[src/shared/timer_pair_defs.svh]
`ifndef TIMER_PAIR_DEFS_SVH
`define TIMER_PAIR_DEFS_SVH
`define ADDR_SDATA 8'hF0
`define ADDR_TMODE 8'hF1
`define ADDR_CNT_B 8'hF2
`define ADDR_PRE_B 8'hF3
`define ADDR_CNT_A 8'hF4
`define ADDR_PRE_A 8'hF5
`define ADDR_SCFG 8'hF7
`define TM_LOAD_A 0
`define TM_EN_A 1
`define TM_LOAD_B 2
`define TM_EN_B 3
`define TM_OUT_HI 5
`define TM_OUT_LO 4
`define TM_IN_HI 7
`define TM_IN_LO 6
`define PRE_CONT 0
`define PRE_INTSRC 1
`define PRE_DIV_HI 7
`define PRE_DIV_LO 2
`define SCFG_SER_EN 0
`define SCFG_PARITY 1
`define SCFG_CASCADE 2
`define SCFG_MASK 8'h07
`define TM_LOAD_MASK 8'hFA
`define DIV_LAST 3'h7
`define PRE_ONE 6'h01
`define CNT_ONE 8'h01
`define OVS_LAST 4'hF
`define OVS_HALF 4'h7
`define TX_LAST_BIT 4'hA
`define RX_LAST_BIT 3'h7
`define TX_IDLE_LINE 11'h7FF
`endif

[src/shared/timer_pair_pkg.sv]
package timer_pair_pkg;
	typedef enum logic [0:0] {
		TX_IDLE = 1'b0,
		TX_SHIFT = 1'b1
	} tx_state_t;
	typedef enum logic [1:0] {
		RX_IDLE = 2'b00,
		RX_START = 2'b01,
		RX_DATA = 2'b10,
		RX_STOP = 2'b11
	} rx_state_t;
	typedef enum logic [1:0] {
		TIMER_OUTPUT_PIN_OFF = 2'b00,
		TIMER_OUTPUT_PIN_A = 2'b01,
		TIMER_OUTPUT_PIN_B = 2'b10,
		TIMER_OUTPUT_PIN_CLK = 2'b11
	} timer_output_pin_sel_t;
	typedef enum logic [1:0] {
		TIN_CLOCK = 2'b00,
		TIN_GATE = 2'b01,
		TIN_TRIG = 2'b10,
		TIN_RETRIG = 2'b11
	} tin_mode_t;
	typedef struct packed {
		logic [5:0] pre;
		logic [7:0] cnt;
	} timer_t;
endpackage

[src/rtl/timer_pair_serial.sv]
// What this block does
// - Full-duplex serial, bit rate from timer A.
// - Send start bit, then two stop bits.
// - Eight bits sent; parity replaces eighth.
// - Transmit request pulse per sent character.
// - Parity on: bit 7 becomes error flag.
// - Receive request pulse per received character.
// - Two 8-bit counters, own 6-bit prescalers.
// - Prescaler A internal; B internal or external.
// - Prescalers divide by 1 to 64.
// - Count down per pulse, request at end; A's request only with serial off.
// - Start, stop, continue, restart from initial.
// - Single-pass stops; continuous mode reloads.
// - Counters readable undisturbed; prescalers write-only.
// - Timer B: clock divided by eight, or pin.
// - External input: clock, trigger, or gate.
// - Cascade feeds timer A output to B.
// - Timer pin shows A, B or clock.
// - Serial uses port 3 line 0 and 7.
//
// Added by the designer: the strobed register port and the address map.
`timescale 1ns/10ps
`include "timer_pair_defs.svh"
module timer_pair_serial (
	input wire logic clk,
	input wire logic nrst,
	input wire logic [7:0] reg_addr,
	input wire logic [7:0] reg_wdata,
	input wire logic reg_wr,
	input wire logic reg_rd,
	output logic [7:0] reg_rdata,
	input wire logic timer_input_pin,
	input wire logic serial_in_pin,
	input wire logic port3_line7_data,
	output logic serial_out_pin,
	output logic timer_output_pin,
	output logic receive_char_request,
	output logic transmit_or_timer_a_request,
	output logic timer_b_request
);
	function automatic logic [6:0] pre_step(input logic [5:0] cur,
		input logic [5:0] div, input logic pulse);
		pre_step = {1'b0, cur};
		if (pulse && cur == `PRE_ONE)
			pre_step = {1'b1, div};
		else if (pulse)
			pre_step = {1'b0, cur - `PRE_ONE};
	endfunction

	// A loaded zero wraps through 8'hFF, so it yields 256 ticks.
	function automatic logic [8:0] cnt_step(input logic [7:0] cur,
		input logic [7:0] init, input logic cont, input logic tick);
		cnt_step = {1'b0, cur};
		if (tick && cur == `CNT_ONE)
			cnt_step = {1'b1, cont ? init : 8'h00};
		else if (tick)
			cnt_step = {1'b0, cur - `CNT_ONE};
	endfunction

	logic [7:0] tmode_q, tmode_d, pre_a_q, pre_a_d, pre_b_q, pre_b_d;
	logic [7:0] init_a_q, init_a_d, init_b_q, init_b_d;
	logic [7:0] scfg_q, scfg_d, rdata_q, rdata_d;
	timer_pair_pkg::timer_t counter_timer_a_q, counter_timer_a_d;
	timer_pair_pkg::timer_t counter_timer_b_q, counter_timer_b_d;
	logic [2:0] div_q, div_d;
	logic tin_q, trig_run_q, trig_run_d, timer_output_pin_a_q, timer_output_pin_a_d;
	logic timer_output_pin_b_q, timer_output_pin_b_d, iclk_q, iclk_d, timer_output_pin_pin_q, timer_output_pin_pin_d;
	timer_pair_pkg::tx_state_t tx_state_q, tx_state_d;
	logic [10:0] tx_sh_q, tx_sh_d;
	logic [3:0] tx_bit_q, tx_bit_d, tx_ovs_q, tx_ovs_d;
	logic out7_q, out7_d;
	timer_pair_pkg::rx_state_t rx_state_q, rx_state_d;
	logic [3:0] rx_ovs_q, rx_ovs_d;
	logic [2:0] rx_bit_q, rx_bit_d;
	logic [7:0] rx_sh_q, rx_sh_d, rx_buf_q, rx_buf_d;
	logic rx_req_q, txa_req_q, tb_req_q;
	logic ta_tc, tb_tc, tx_done, rx_done, rx_perr, div_tick;
	logic wr_tmode, wr_sdata, ser_en, parity_en, ld_a, ld_b;
	timer_pair_pkg::tin_mode_t tin_mode;

	assign ser_en = scfg_q[`SCFG_SER_EN];
	assign parity_en = scfg_q[`SCFG_PARITY];
	assign wr_tmode = reg_wr && reg_addr == `ADDR_TMODE;
	assign wr_sdata = reg_wr && reg_addr == `ADDR_SDATA;
	assign ld_a = wr_tmode && reg_wdata[`TM_LOAD_A];
	assign ld_b = wr_tmode && reg_wdata[`TM_LOAD_B];
	assign div_tick = div_q == `DIV_LAST;
	assign tin_mode = timer_pair_pkg::tin_mode_t'(
		tmode_q[`TM_IN_HI:`TM_IN_LO]);
	assign rx_perr = ~(^rx_sh_q);
	assign reg_rdata = rdata_q;
	assign serial_out_pin = out7_q;
	assign timer_output_pin = timer_output_pin_pin_q;
	assign receive_char_request = rx_req_q;
	assign transmit_or_timer_a_request = txa_req_q;
	assign timer_b_request = tb_req_q;

	// Register file. Load bits act once and are never stored.
	always_comb
	begin
		tmode_d = tmode_q;
		pre_a_d = pre_a_q;
		pre_b_d = pre_b_q;
		init_a_d = init_a_q;
		init_b_d = init_b_q;
		scfg_d = scfg_q;
		rdata_d = 8'h00;
		// A software write in the same cycle beats the hardware stop.
		if (ta_tc && !pre_a_q[`PRE_CONT])
			tmode_d[`TM_EN_A] = 1'b0;
		if (tb_tc && !pre_b_q[`PRE_CONT])
			tmode_d[`TM_EN_B] = 1'b0;
		if (reg_wr)
		begin
			case (reg_addr)
				`ADDR_TMODE: tmode_d = reg_wdata & `TM_LOAD_MASK;
				`ADDR_PRE_A: pre_a_d = reg_wdata;
				`ADDR_PRE_B: pre_b_d = reg_wdata;
				`ADDR_CNT_A: init_a_d = reg_wdata;
				`ADDR_CNT_B: init_b_d = reg_wdata;
				`ADDR_SCFG: scfg_d = reg_wdata & `SCFG_MASK;
				default: ;
			endcase
		end
		if (reg_rd)
		begin
			case (reg_addr)
				`ADDR_SDATA: rdata_d = rx_buf_q;
				`ADDR_TMODE: rdata_d = tmode_q;
				`ADDR_CNT_A: rdata_d = counter_timer_a_q.cnt;
				`ADDR_CNT_B: rdata_d = counter_timer_b_q.cnt;
				`ADDR_SCFG: rdata_d = scfg_q;
				default: rdata_d = 8'h00;
			endcase
		end
	end

	always_ff @(posedge clk or negedge nrst)
	begin
		if (!nrst)
		begin
			tmode_q <= 8'h00;
			pre_a_q <= 8'h00;
			pre_b_q <= 8'h00;
			init_a_q <= 8'h00;
			init_b_q <= 8'h00;
			scfg_q <= 8'h00;
			rdata_q <= 8'h00;
		end
		else
		begin
			tmode_q <= tmode_d;
			pre_a_q <= pre_a_d;
			pre_b_q <= pre_b_d;
			init_a_q <= init_a_d;
			init_b_q <= init_b_d;
			scfg_q <= scfg_d;
			rdata_q <= rdata_d;
		end
	end

	// Counter/timers, prescalers and the timer output pin.
	always_comb
	begin
		logic [6:0] pa;
		logic [6:0] pb;
		logic [8:0] ca;
		logic [8:0] cb;
		logic b_ext;
		logic trig_mode;
		logic tin_fall;
		logic pulse_b;
		pa = 7'h00;
		pb = 7'h00;
		ca = 9'h000;
		cb = 9'h000;
		b_ext = 1'b0;
		trig_mode = 1'b0;
		tin_fall = 1'b0;
		pulse_b = 1'b0;
		div_d = div_q + 3'h1;
		tin_fall = tin_q && !timer_input_pin;
		b_ext = !pre_b_q[`PRE_INTSRC];
		trig_mode = tin_mode == timer_pair_pkg::TIN_TRIG
			|| tin_mode == timer_pair_pkg::TIN_RETRIG;
		trig_run_d = trig_run_q;
		pa = pre_step(counter_timer_a_q.pre, pre_a_q[`PRE_DIV_HI:`PRE_DIV_LO],
			div_tick && tmode_q[`TM_EN_A]);
		ca = cnt_step(counter_timer_a_q.cnt, init_a_q, pre_a_q[`PRE_CONT],
			pa[6]);
		ta_tc = ca[8];
		if (scfg_q[`SCFG_CASCADE])
			pulse_b = ta_tc;
		else if (!b_ext)
			pulse_b = div_tick;
		else
		begin
			case (tin_mode)
				timer_pair_pkg::TIN_CLOCK: pulse_b = tin_fall;
				timer_pair_pkg::TIN_GATE: pulse_b = div_tick && timer_input_pin;
				default: pulse_b = div_tick && trig_run_q;
			endcase
		end
		pb = pre_step(counter_timer_b_q.pre, pre_b_q[`PRE_DIV_HI:`PRE_DIV_LO],
			pulse_b && tmode_q[`TM_EN_B]);
		cb = cnt_step(counter_timer_b_q.cnt, init_b_q, pre_b_q[`PRE_CONT],
			pb[6]);
		tb_tc = cb[8];
		counter_timer_a_d = {pa[5:0], ca[7:0]};
		counter_timer_b_d = {pb[5:0], cb[7:0]};
		if (tb_tc && !pre_b_q[`PRE_CONT])
			trig_run_d = 1'b0;
		// Retrigger reloads mid-count; plain trigger only starts when idle.
		if (b_ext && trig_mode && tin_fall && tmode_q[`TM_EN_B]
			&& (tin_mode == timer_pair_pkg::TIN_RETRIG || !trig_run_q))
		begin
			trig_run_d = 1'b1;
			counter_timer_b_d = {pre_b_q[`PRE_DIV_HI:`PRE_DIV_LO], init_b_q};
		end
		if (ld_a)
			counter_timer_a_d = {reg_wdata[`TM_EN_A] ? pre_a_q[`PRE_DIV_HI:
				`PRE_DIV_LO] : pre_a_q[`PRE_DIV_HI:`PRE_DIV_LO],
				init_a_q};
		if (ld_b)
			counter_timer_b_d = {pre_b_q[`PRE_DIV_HI:`PRE_DIV_LO],
				init_b_q};
		timer_output_pin_a_d = timer_output_pin_a_q ^ ta_tc;
		timer_output_pin_b_d = timer_output_pin_b_q ^ tb_tc;
		iclk_d = !iclk_q;
		case (timer_pair_pkg::timer_output_pin_sel_t'(tmode_q[`TM_OUT_HI:`TM_OUT_LO]))
			timer_pair_pkg::TIMER_OUTPUT_PIN_A: timer_output_pin_pin_d = timer_output_pin_a_q;
			timer_pair_pkg::TIMER_OUTPUT_PIN_B: timer_output_pin_pin_d = timer_output_pin_b_q;
			timer_pair_pkg::TIMER_OUTPUT_PIN_CLK: timer_output_pin_pin_d = iclk_q;
			default: timer_output_pin_pin_d = 1'b0;
		endcase
	end

	always_ff @(posedge clk or negedge nrst)
	begin
		if (!nrst)
		begin
			counter_timer_a_q <= '0;
			counter_timer_b_q <= '0;
			div_q <= 3'h0;
			tin_q <= 1'b0;
			trig_run_q <= 1'b0;
			timer_output_pin_a_q <= 1'b0;
			timer_output_pin_b_q <= 1'b0;
			iclk_q <= 1'b0;
			timer_output_pin_pin_q <= 1'b0;
		end
		else
		begin
			counter_timer_a_q <= counter_timer_a_d;
			counter_timer_b_q <= counter_timer_b_d;
			div_q <= div_d;
			tin_q <= timer_input_pin;
			trig_run_q <= trig_run_d;
			timer_output_pin_a_q <= timer_output_pin_a_d;
			timer_output_pin_b_q <= timer_output_pin_b_d;
			iclk_q <= iclk_d;
			timer_output_pin_pin_q <= timer_output_pin_pin_d;
		end
	end

	// Transmitter: 16 timer A ticks per bit. Writes while busy are dropped.
	always_comb
	begin
		tx_state_d = tx_state_q;
		tx_sh_d = tx_sh_q;
		tx_bit_d = tx_bit_q;
		tx_ovs_d = tx_ovs_q;
		tx_done = 1'b0;
		case (tx_state_q)
			timer_pair_pkg::TX_IDLE:
			begin
				tx_sh_d = `TX_IDLE_LINE;
				if (wr_sdata && ser_en)
				begin
					tx_state_d = timer_pair_pkg::TX_SHIFT;
					tx_sh_d = {2'b11, parity_en ? ~(^reg_wdata[6:0]) :
						reg_wdata[7], reg_wdata[6:0], 1'b0};
					tx_bit_d = 4'h0;
					tx_ovs_d = 4'h0;
				end
			end
			timer_pair_pkg::TX_SHIFT:
			begin
				if (ta_tc)
				begin
					tx_ovs_d = tx_ovs_q + 4'h1;
					if (tx_ovs_q == `OVS_LAST)
					begin
						tx_sh_d = {1'b1, tx_sh_q[10:1]};
						tx_bit_d = tx_bit_q + 4'h1;
						if (tx_bit_q == `TX_LAST_BIT)
						begin
							tx_state_d = timer_pair_pkg::TX_IDLE;
							tx_done = 1'b1;
						end
					end
				end
			end
			default: tx_state_d = timer_pair_pkg::TX_IDLE;
		endcase
		out7_d = ser_en ? tx_sh_q[0] : port3_line7_data;
	end

	always_ff @(posedge clk or negedge nrst)
	begin
		if (!nrst)
		begin
			tx_state_q <= timer_pair_pkg::TX_IDLE;
			tx_sh_q <= `TX_IDLE_LINE;
			tx_bit_q <= 4'h0;
			tx_ovs_q <= 4'h0;
			out7_q <= 1'b1;
		end
		else
		begin
			tx_state_q <= tx_state_d;
			tx_sh_q <= tx_sh_d;
			tx_bit_q <= tx_bit_d;
			tx_ovs_q <= tx_ovs_d;
			out7_q <= out7_d;
		end
	end

	// Receiver. The stop bit is timed but never sampled, so framing errors are not seen.
	always_comb
	begin
		rx_state_d = rx_state_q;
		rx_ovs_d = rx_ovs_q;
		rx_bit_d = rx_bit_q;
		rx_sh_d = rx_sh_q;
		rx_buf_d = rx_buf_q;
		rx_done = 1'b0;
		case (rx_state_q)
			timer_pair_pkg::RX_IDLE:
				if (ser_en && !serial_in_pin)
				begin
					rx_state_d = timer_pair_pkg::RX_START;
					rx_ovs_d = 4'h0;
				end
			timer_pair_pkg::RX_START:
				if (ta_tc)
				begin
					rx_ovs_d = rx_ovs_q + 4'h1;
					if (rx_ovs_q == `OVS_HALF)
					begin
						rx_ovs_d = 4'h0;
						rx_bit_d = 3'h0;
						rx_state_d = serial_in_pin ? timer_pair_pkg::RX_IDLE :
							timer_pair_pkg::RX_DATA;
					end
				end
			timer_pair_pkg::RX_DATA:
				if (ta_tc)
				begin
					rx_ovs_d = rx_ovs_q + 4'h1;
					if (rx_ovs_q == `OVS_LAST)
					begin
						rx_sh_d = {serial_in_pin, rx_sh_q[7:1]};
						rx_bit_d = rx_bit_q + 3'h1;
						if (rx_bit_q == `RX_LAST_BIT)
							rx_state_d = timer_pair_pkg::RX_STOP;
					end
				end
			default:
				if (ta_tc)
				begin
					rx_ovs_d = rx_ovs_q + 4'h1;
					if (rx_ovs_q == `OVS_LAST)
					begin
						rx_state_d = timer_pair_pkg::RX_IDLE;
						rx_done = 1'b1;
						rx_buf_d = parity_en ? {rx_perr, rx_sh_q[6:0]} :
							rx_sh_q;
					end
				end
		endcase
	end

	always_ff @(posedge clk or negedge nrst)
	begin
		if (!nrst)
		begin
			rx_state_q <= timer_pair_pkg::RX_IDLE;
			rx_ovs_q <= 4'h0;
			rx_bit_q <= 3'h0;
			rx_sh_q <= 8'h00;
			rx_buf_q <= 8'h00;
			rx_req_q <= 1'b0;
			txa_req_q <= 1'b0;
			tb_req_q <= 1'b0;
		end
		else
		begin
			rx_state_q <= rx_state_d;
			rx_ovs_q <= rx_ovs_d;
			rx_bit_q <= rx_bit_d;
			rx_sh_q <= rx_sh_d;
			rx_buf_q <= rx_buf_d;
			rx_req_q <= rx_done;
			txa_req_q <= ser_en ? tx_done : ta_tc;
			tb_req_q <= tb_tc;
		end
	end
endmodule

[config.mk]
export PLATFORM = sky130hd
export DESIGN_NAME = timer_pair_serial
export DESIGN_NICKNAME = d
export VERILOG_FILES = /design/src/shared/timer_pair_pkg.sv /design/src/rtl/timer_pair_serial.sv
export VERILOG_INCLUDE_DIRS = /design/src /design/src/shared
export SDC_FILE = /design/constraint.sdc
export NUM_CORES = 1
export LEC_CHECK = 0
export ABC_AREA = 0
export BUFFER_PORTS_ARGS = -buffer_cell sky130_fd_sc_hd__buf_2
export CAP_MARGIN = 40
export CORE_MARGIN = 1
export CORE_UTILIZATION = 55
export DETAILED_ROUTE_END_ITERATION = 10
export PLACE_DENSITY = 0.79
export SYNTH_ARGS = -nofsm -noshare
export SYNTH_HDL_FRONTEND = slang
export SYNTH_SLANG_ARGS = --single-unit
[constraint.sdc]
create_clock -name clk -period 2.7 [get_ports clk]
set_clock_uncertainty 0.15 [all_clocks]
set_input_delay 0.675 -clock clk [delete_from_list [all_inputs] [get_ports clk]]
set_output_delay 0.675 -clock clk [all_outputs]
set_load 0.02 [all_outputs]
# Word-level counts from Yosys, hierarchy flattened
# Index checks and enable logic that the tools add are counted.
[classes]
n_reduce_logical = 57
add_sub_neg = 9
bitwise = 6
mux = 71
n_eq_ne = 34
[op_table]
columns = ["operator", "count"]
rows = [
  ["8-bit equality test (second input constant)", 7],
  ["8-bit 2-to-1 mux", 6],
  ["14-bit 2-to-1 mux", 3],
  ["4-bit 2-to-1 mux", 10],
  ["8-bit one-hot mux with 5 select lines", 1],
  ["9-bit 2-to-1 mux", 3],
  ["4-bit one-hot mux with 2 select lines", 3],
  ["11-bit 2-to-1 mux", 2],
  ["11-bit one-hot mux with 2 select lines", 1],
  ["1-bit logical AND", 21],
  ["1-bit 2-to-1 mux", 20],
  ["2-bit 2-to-1 mux", 9],
  ["8-bit by 1-bit equality test with 1-bit output (second input constant)", 2],
  ["2-bit AND reduction", 8],
  ["8-bit by 1-bit subtractor with 8-bit output (second input constant)", 2],
  ["7-bit 2-to-1 mux", 2],
  ["2-bit inequality test (second input constant)", 7],
  ["4-bit by 1-bit adder with 4-bit output (second input constant)", 3],
  ["4-bit equality test (second input constant)", 3],
  ["6-bit by 1-bit equality test with 1-bit output (second input constant)", 2],
  ["3-bit 2-to-1 mux", 4],
  ["6-bit 2-to-1 mux", 2],
  ["3-bit AND reduction", 4],
  ["6-bit by 1-bit subtractor with 6-bit output (second input constant)", 2],
  ["23 further kinds", 50],
]
[totals]
regBits = 135

# Depth between registers and ports, before layout
[depth]
word_depth = 16
mapped_depth = 9
mapped_depth_nobuf = 7

# Worst setup path before layout
# Ideal clock, no wire load.
[synth_timing]
path_type = "register to register"
start = "register counter_timer_a_q[1] (netlist bit)"
end = "register rx_buf_q[0]"
path_slack_ns = -0.002
setup_time_ns = 0.128
arrival_ns = 2.424
path_buffers = 2
path_stages_with_launch = 10
path_cell_list = "dfrtp_1 > inv_1 > ha_1 > or3b_2 > or4_1 > buf_2 > nor2_2 > and4_1 > buf_4 > mux2_1"
[synth_via]
elab_chain_cells = 4
[synth_rtl]
columns = ["item", "line", "text"]
rows = [
  ["from (decl)", "timer_pair_serial.sv:63", "timer_pair_pkg::timer_t counter_timer_a_q, counter_timer_a_d;"],
  ["from (signal assigned)", "timer_pair_serial.sv:254", "counter_timer_a_q <= counter_timer_a_d;"],
  ["8-bit by 1-bit equality test with 1-bit output (no source line)", "n/a", ""],
  ["1-bit logical AND (no source line)", "n/a", ""],
  ["9-bit 2-to-1 mux", "timer_pair_serial.sv:54", "if (tick && cur == `CNT_ONE)"],
  ["3-bit AND reduction (no source line)", "n/a", ""],
  ["to (signal assigned)", "timer_pair_serial.sv:403", "rx_buf_q <= rx_buf_d;"],
  ["to (decl)", "timer_pair_serial.sv:75", "logic [7:0] rx_sh_q, rx_sh_d, rx_buf_q, rx_buf_d;"],
]
# No other way between the ends.
# A chain may end at the register's enable or synchronous reset.

# Worst setup path after layout
[layout_timing]
start = "register counter_timer_a_q[1] (netlist bit)"
end = "register rx_buf_q[3]"
# The elaborated chain is that of the path after synthesis.

==> impl_results.html <==
<table>
<tr><th>Metric</th><th>Value</th></tr>
<tr><th colspan="2">Finish</th></tr>
<tr><td>Finished Layout Cells</td><td>904</td></tr>
<tr><td>Layout area overhead</td><td>19.7%</td></tr>
<tr><td>Final net count</td><td>783</td></tr>
<tr><td>Biggest regs</td><td>counter_timer_a_q (14), counter_timer_b_q (14), tx_sh_q (9)</td></tr>
<tr><td>Post-route cell area</td><td>8110 µm²</td></tr>
<tr><td>Antenna diode count</td><td>0</td></tr>
<tr><td>Proportion of layout cells with a drive suffix above 1</td><td>26.6%</td></tr>
<tr><th colspan="2">Power and ir drop</th></tr>
<tr><td>Power per cell area</td><td>580 nW/µm²</td></tr>
<tr><td>Peak supply drop</td><td>505 µV</td></tr>
<tr><td>Leakage power summed over all cells</td><td>3.85 nW</td></tr>
<tr><td>Total power consumption of the routed design</td><td>4.71 mW</td></tr>
<tr><th colspan="2">Placement</th></tr>
<tr><td>Routability congestion estimate</td><td>0.931</td></tr>
<tr><td>HPWL Detailed</td><td>12.1 mm</td></tr>
<tr><td>Worst setup timing slack at the placement stage</td><td>-0.0841 ns</td></tr>
<tr><td>DP Cell Count</td><td>870</td></tr>
<tr><td>Area after DPL</td><td>7520 µm²</td></tr>
<tr><td>IO buf count</td><td>35</td></tr>
<tr><th colspan="2">STA</th></tr>
<tr><td>Final setup violating endpoints</td><td>0</td></tr>
<tr><td>Max Slew Vio Count</td><td>0</td></tr>
<tr><td>Endpoints failing hold</td><td>0</td></tr>
<tr><td>Sum of negative setup slack</td><td>0 ns</td></tr>
<tr><td>Share of the clock period used by the worst path</td><td>96.2%</td></tr>
<tr><td>Worst Max-Slew Pin Slew</td><td>0.904 ns</td></tr>
<tr><td>Setup WS post-layout</td><td>0.102 ns</td></tr>
<tr><td>Shortest clock period the worst path allows after layout</td><td>2.60 ns</td></tr>
<tr><td>Relative slew margins</td><td>39.2%</td></tr>
<tr><td>Maximum clock rate</td><td>385 MHz</td></tr>
<tr><th colspan="2">Drt</th></tr>
<tr><td>Via density</td><td>6.16</td></tr>
<tr><td>Detailed Route WL</td><td>17.2 mm</td></tr>
<tr><td>First DRT Iteration DRCs</td><td>527</td></tr>
<tr><td>WL per Instance</td><td>19.0 µm</td></tr>
<tr><td>DRC violations left</td><td>0</td></tr>
<tr><td>Total via count after detailed routing</td><td>5568</td></tr>
<tr><td>Post-route ant nets</td><td>0</td></tr>
<tr><td>Detailed-routing iteration count for the pre-antenna-repair pass</td><td>6</td></tr>
<tr><th colspan="2">Setup path</th></tr>
<tr><td>Crit path buffers/inverters</td><td>2</td></tr>
<tr><td>Register-to-Register Setup Slack</td><td>0.10 ns</td></tr>
<tr><td>Crit-path max cell delay</td><td>0.54 ns</td></tr>
<tr><td>Arr. time, crit path</td><td>2.74 ns</td></tr>
<tr><td>Kind of critical path</td><td>reg -&gt; reg</td></tr>
<tr><td>Slowest cell on crit path</td><td>sky130_fd_sc_hd__or4_4</td></tr>
<tr><td>Gate family responsible for the most delay along the worst path</td><td>simple AND/OR/NAND/NOR gates</td></tr>
<tr><td>Critical path required time</td><td>2.84 ns</td></tr>
<tr><td>Logic depth of the worst register-to-register path</td><td>8</td></tr>
<tr><td>R2R Path End</td><td>rx_buf_q[3]$_DFFE_PN0P_</td></tr>
<tr><td>Category of the worst setup path capture point</td><td>flip-flop</td></tr>
<tr><td>Worst-path fanout max</td><td>5</td></tr>
<tr><td>Worst-path cell chain</td><td>inv_1 -&gt; ha_1 -&gt; or3b_4 -&gt; or4_4 -&gt; nor2_4 -&gt; and4_4 -&gt; buf_6 -&gt; mux2_1</td></tr>
<tr><td>Type of origin of the critical path</td><td>flip-flop</td></tr>
<tr><td>FF-to-FF Start</td><td>counter_timer_a_q[1]$_DFFE_PN0P_</td></tr>
<tr><th colspan="2">Synthesis</th></tr>
<tr><td>Most common flop cell mapped by yosys</td><td>sky130_fd_sc_hd__dfrtp_1</td></tr>
<tr><td>Most used standard cell by instance count after synthesis</td><td>sky130_fd_sc_hd__dfrtp_1</td></tr>
<tr><td>Post-synthesis average cell area</td><td>10.3 µm²</td></tr>
<tr><td>Syn Nets</td><td>695</td></tr>
<tr><td>Number of enable-type register cells in the synthesized netlist</td><td>0</td></tr>
<tr><td>Proportion of synthesized chip area in sequential cells</td><td>48.9%</td></tr>
<tr><td>Post-synthesis mux area share</td><td>11.1%</td></tr>
<tr><td>Synthesized-area fraction occupied by ao, oa, aoi and oai cells</td><td>15.3%</td></tr>
<tr><td>Cell types with the largest area share after synthesis</td><td>sky130_fd_sc_hd__dfrtp_1 45%, sky130_fd_sc_hd__mux2_2 8.0%, sky130_fd_sc_hd__dfstp_2 3.9%, sky130_fd_sc_hd__nand2_1 3.1%, sky130_fd_sc_hd__o21ai_0 3.0%</td></tr>
<tr><td>Cell Area, Synth</td><td>6780 µm²</td></tr>
<tr><td>XOR/XNOR Fraction of Synth Area</td><td>2.99%</td></tr>
<tr><td>Count of different cell masters after synthesis</td><td>66</td></tr>
<tr><td>Combinational family with the most area after synthesis</td><td>simple AND/OR/NAND/NOR gates</td></tr>
<tr><td>Library cell occupying the most area in the post-synthesis netlist</td><td>sky130_fd_sc_hd__dfrtp_1</td></tr>
<tr><td>Post-synthesis async set-or-reset flop share</td><td>100%</td></tr>
<tr><td>Area share of the largest cell type after synthesis</td><td>45.1%</td></tr>
<tr><td>Total of flip-flops plus latches after synthesis</td><td>132</td></tr>
<tr><td>Synth warnings</td><td>0</td></tr>
<tr><td>Share of synthesized cell area in full adder, half adder and majority cells</td><td>2.95%</td></tr>
<tr><td>Number of cells produced by synthesis</td><td>656</td></tr>
<tr><td>Most common library cells after synthesis</td><td>122 x sky130_fd_sc_hd__dfrtp_1, 56 x sky130_fd_sc_hd__nand2_1, 48 x sky130_fd_sc_hd__mux2_2</td></tr>
<tr><td>Simple-gate area share of the yosys netlist</td><td>15.3%</td></tr>
<tr><th colspan="2">Clock network</th></tr>
<tr><td>Clk sink count</td><td>132</td></tr>
<tr><td>CTS hold repair buffers</td><td>0</td></tr>
<tr><td>Total clock buffers created by CTS</td><td>17</td></tr>
<tr><td>Cell at the root of the clock tree</td><td>sky130_fd_sc_hd__clkbuf_16</td></tr>
<tr><td>Later-pin clock latency in the skew report</td><td>0.42 ns</td></tr>
<tr><td>Clock tree from TritonCTS</td><td>yes</td></tr>
<tr><td>CTS Buffer Depth</td><td>2</td></tr>
<tr><td>Clock transition at the registers of the reported paths</td><td>0.05 ns</td></tr>
<tr><td>Number of levels in the clock H-tree</td><td>4</td></tr>
<tr><th colspan="2">Die</th></tr>
<tr><td>I/O pin cnt</td><td>36</td></tr>
<tr><td>Core Region</td><td>12000 µm²</td></tr>
<tr><td>Die Outline Area</td><td>12800 µm²</td></tr>
<tr><td>Placement row count</td><td>40</td></tr>
<tr><td>Die boundary width</td><td>113 µm</td></tr>
<tr><td>Starting utilization of the core area</td><td>56.4%</td></tr>
<tr><td>Chip Height</td><td>113 µm</td></tr>
<tr><th colspan="2">GRT</th></tr>
<tr><td>Total track usage</td><td>29.0%</td></tr>
<tr><td>Global-route wire length before repair</td><td>28.1 mm</td></tr>
<tr><td>Total gr overflow</td><td>0</td></tr>
<tr><td>Largest net degree at the start of global routing</td><td>44</td></tr>
<tr><td>Number of global-route vias before repair</td><td>5484</td></tr>
<tr><td>Number of antenna violations at the first check in global routing</td><td>0</td></tr>
<tr><th colspan="2">Run</th></tr>
<tr><td># Max-Cap Violations</td><td>0</td></tr>
<tr><th colspan="2">Outcome</th></tr>
<tr><td>Run status</td><td>finished, final reports clean</td></tr>
<tr><th colspan="2">Hold path</th></tr>
<tr><td>Kind of path behind the tightest hold check</td><td>in -&gt; async</td></tr>
</table>
==> metrics by stage <==
stage	util [%]	hold WS, ns
4_1_cts	67.2	0.120
3_3_place_gp	62.6	0.253
3_5_place_dp	62.6	0.256
2_1_floorplan	-	0.229
6_report	67.5	0.111
5_1_grt	67.5	0.149
==> kinds of logic after synthesis <==
| family | Yosys count |
|---|---|
| AND/OR/NAND/NOR | 203 |
| AO/OA/AOI/OAI | 158 |
| flip-flops | 132 |
| multiplexers | 68 |
| buffers and inverters | 59 |
| XOR/XNOR | 20 |
| adder cells (fa/ha/maj) | 16 |
==> routing by layer <==
layer	share of wire, %	track usage, %	up-vias	routed length (µm)
li1	-	-	2584	-
met1	43	37.5	2725	7400
met2	48	46.2	212	8260
met3	5.7	6.75	47	988
met4	3.3	14.3	0	561
met5	0	0	-	0
==> layout by cell type, fill, tap and decap left out, types with 17 or more instances in the layout <==
cell type / synthesis / final
sky130_fd_sc_hd__a21oi_1: 32 / 32
sky130_fd_sc_hd__buf_2: 2 / 34
sky130_fd_sc_hd__buf_4: 1 / 64
sky130_fd_sc_hd__clkbuf_16: 0 / 17
sky130_fd_sc_hd__dfrtp_1: 122 / 122
sky130_fd_sc_hd__inv_1: 26 / 26
sky130_fd_sc_hd__mux2_2: 48 / 48
sky130_fd_sc_hd__nand2_1: 56 / 56
sky130_fd_sc_hd__nand3_1: 18 / 18
sky130_fd_sc_hd__nor2_1: 47 / 47
sky130_fd_sc_hd__nor3_1: 22 / 22
sky130_fd_sc_hd__o21ai_0: 41 / 41
==> cell type report <==
cell class / instances / area (µm²)
multi-input combinational: 465 / 3260
fill: 903 / 3900
clock buffer: 28 / 527
sequential: 132 / 3320
timing repair buffer: 102 / 713
inverter: 26 / 97.6
tap: 147 / 184
clock inverter: 4 / 20.0
==> report_power, final <==
part           internal, mW  switching (mW)
clock network          1.31           0.802
logic                 0.191           0.261
registers              2.06          0.0777
==> worst max path at each step <==
stage	from	endpoint	slack, ns	cells past startpoint
2_1_floorplan	counter_timer_a_q[1]$_DFFE_PN0P_	rx_buf_q[0]$_DFFE_PN0P_	0.005	9
3_3_place_gp	timer_input_pin	counter_timer_b_q[4]$_DFFE_PN0P_	0.004	6
3_5_place_dp	timer_input_pin	counter_timer_b_q[4]$_DFFE_PN0P_	-0.08	6
4_1_cts	counter_timer_a_q[1]$_DFFE_PN0P_	rx_buf_q[3]$_DFFE_PN0P_	0.05	8
5_1_grt	counter_timer_a_q[1]$_DFFE_PN0P_	rx_buf_q[3]$_DFFE_PN0P_	-0.005	8
6_report	counter_timer_a_q[1]$_DFFE_PN0P_	rx_buf_q[3]$_DFFE_PN0P_	0.10	8
==> timing repair <==
item	CTS	global route
gates resized for setup	1	8
endpoints found under the setup margin	3	29
endpoints found under the hold margin	0	0
cloned	0	1
setup buffers	0	1
pin swaps	0	5
No activity file was read; power rests on OpenSTA's default activity.
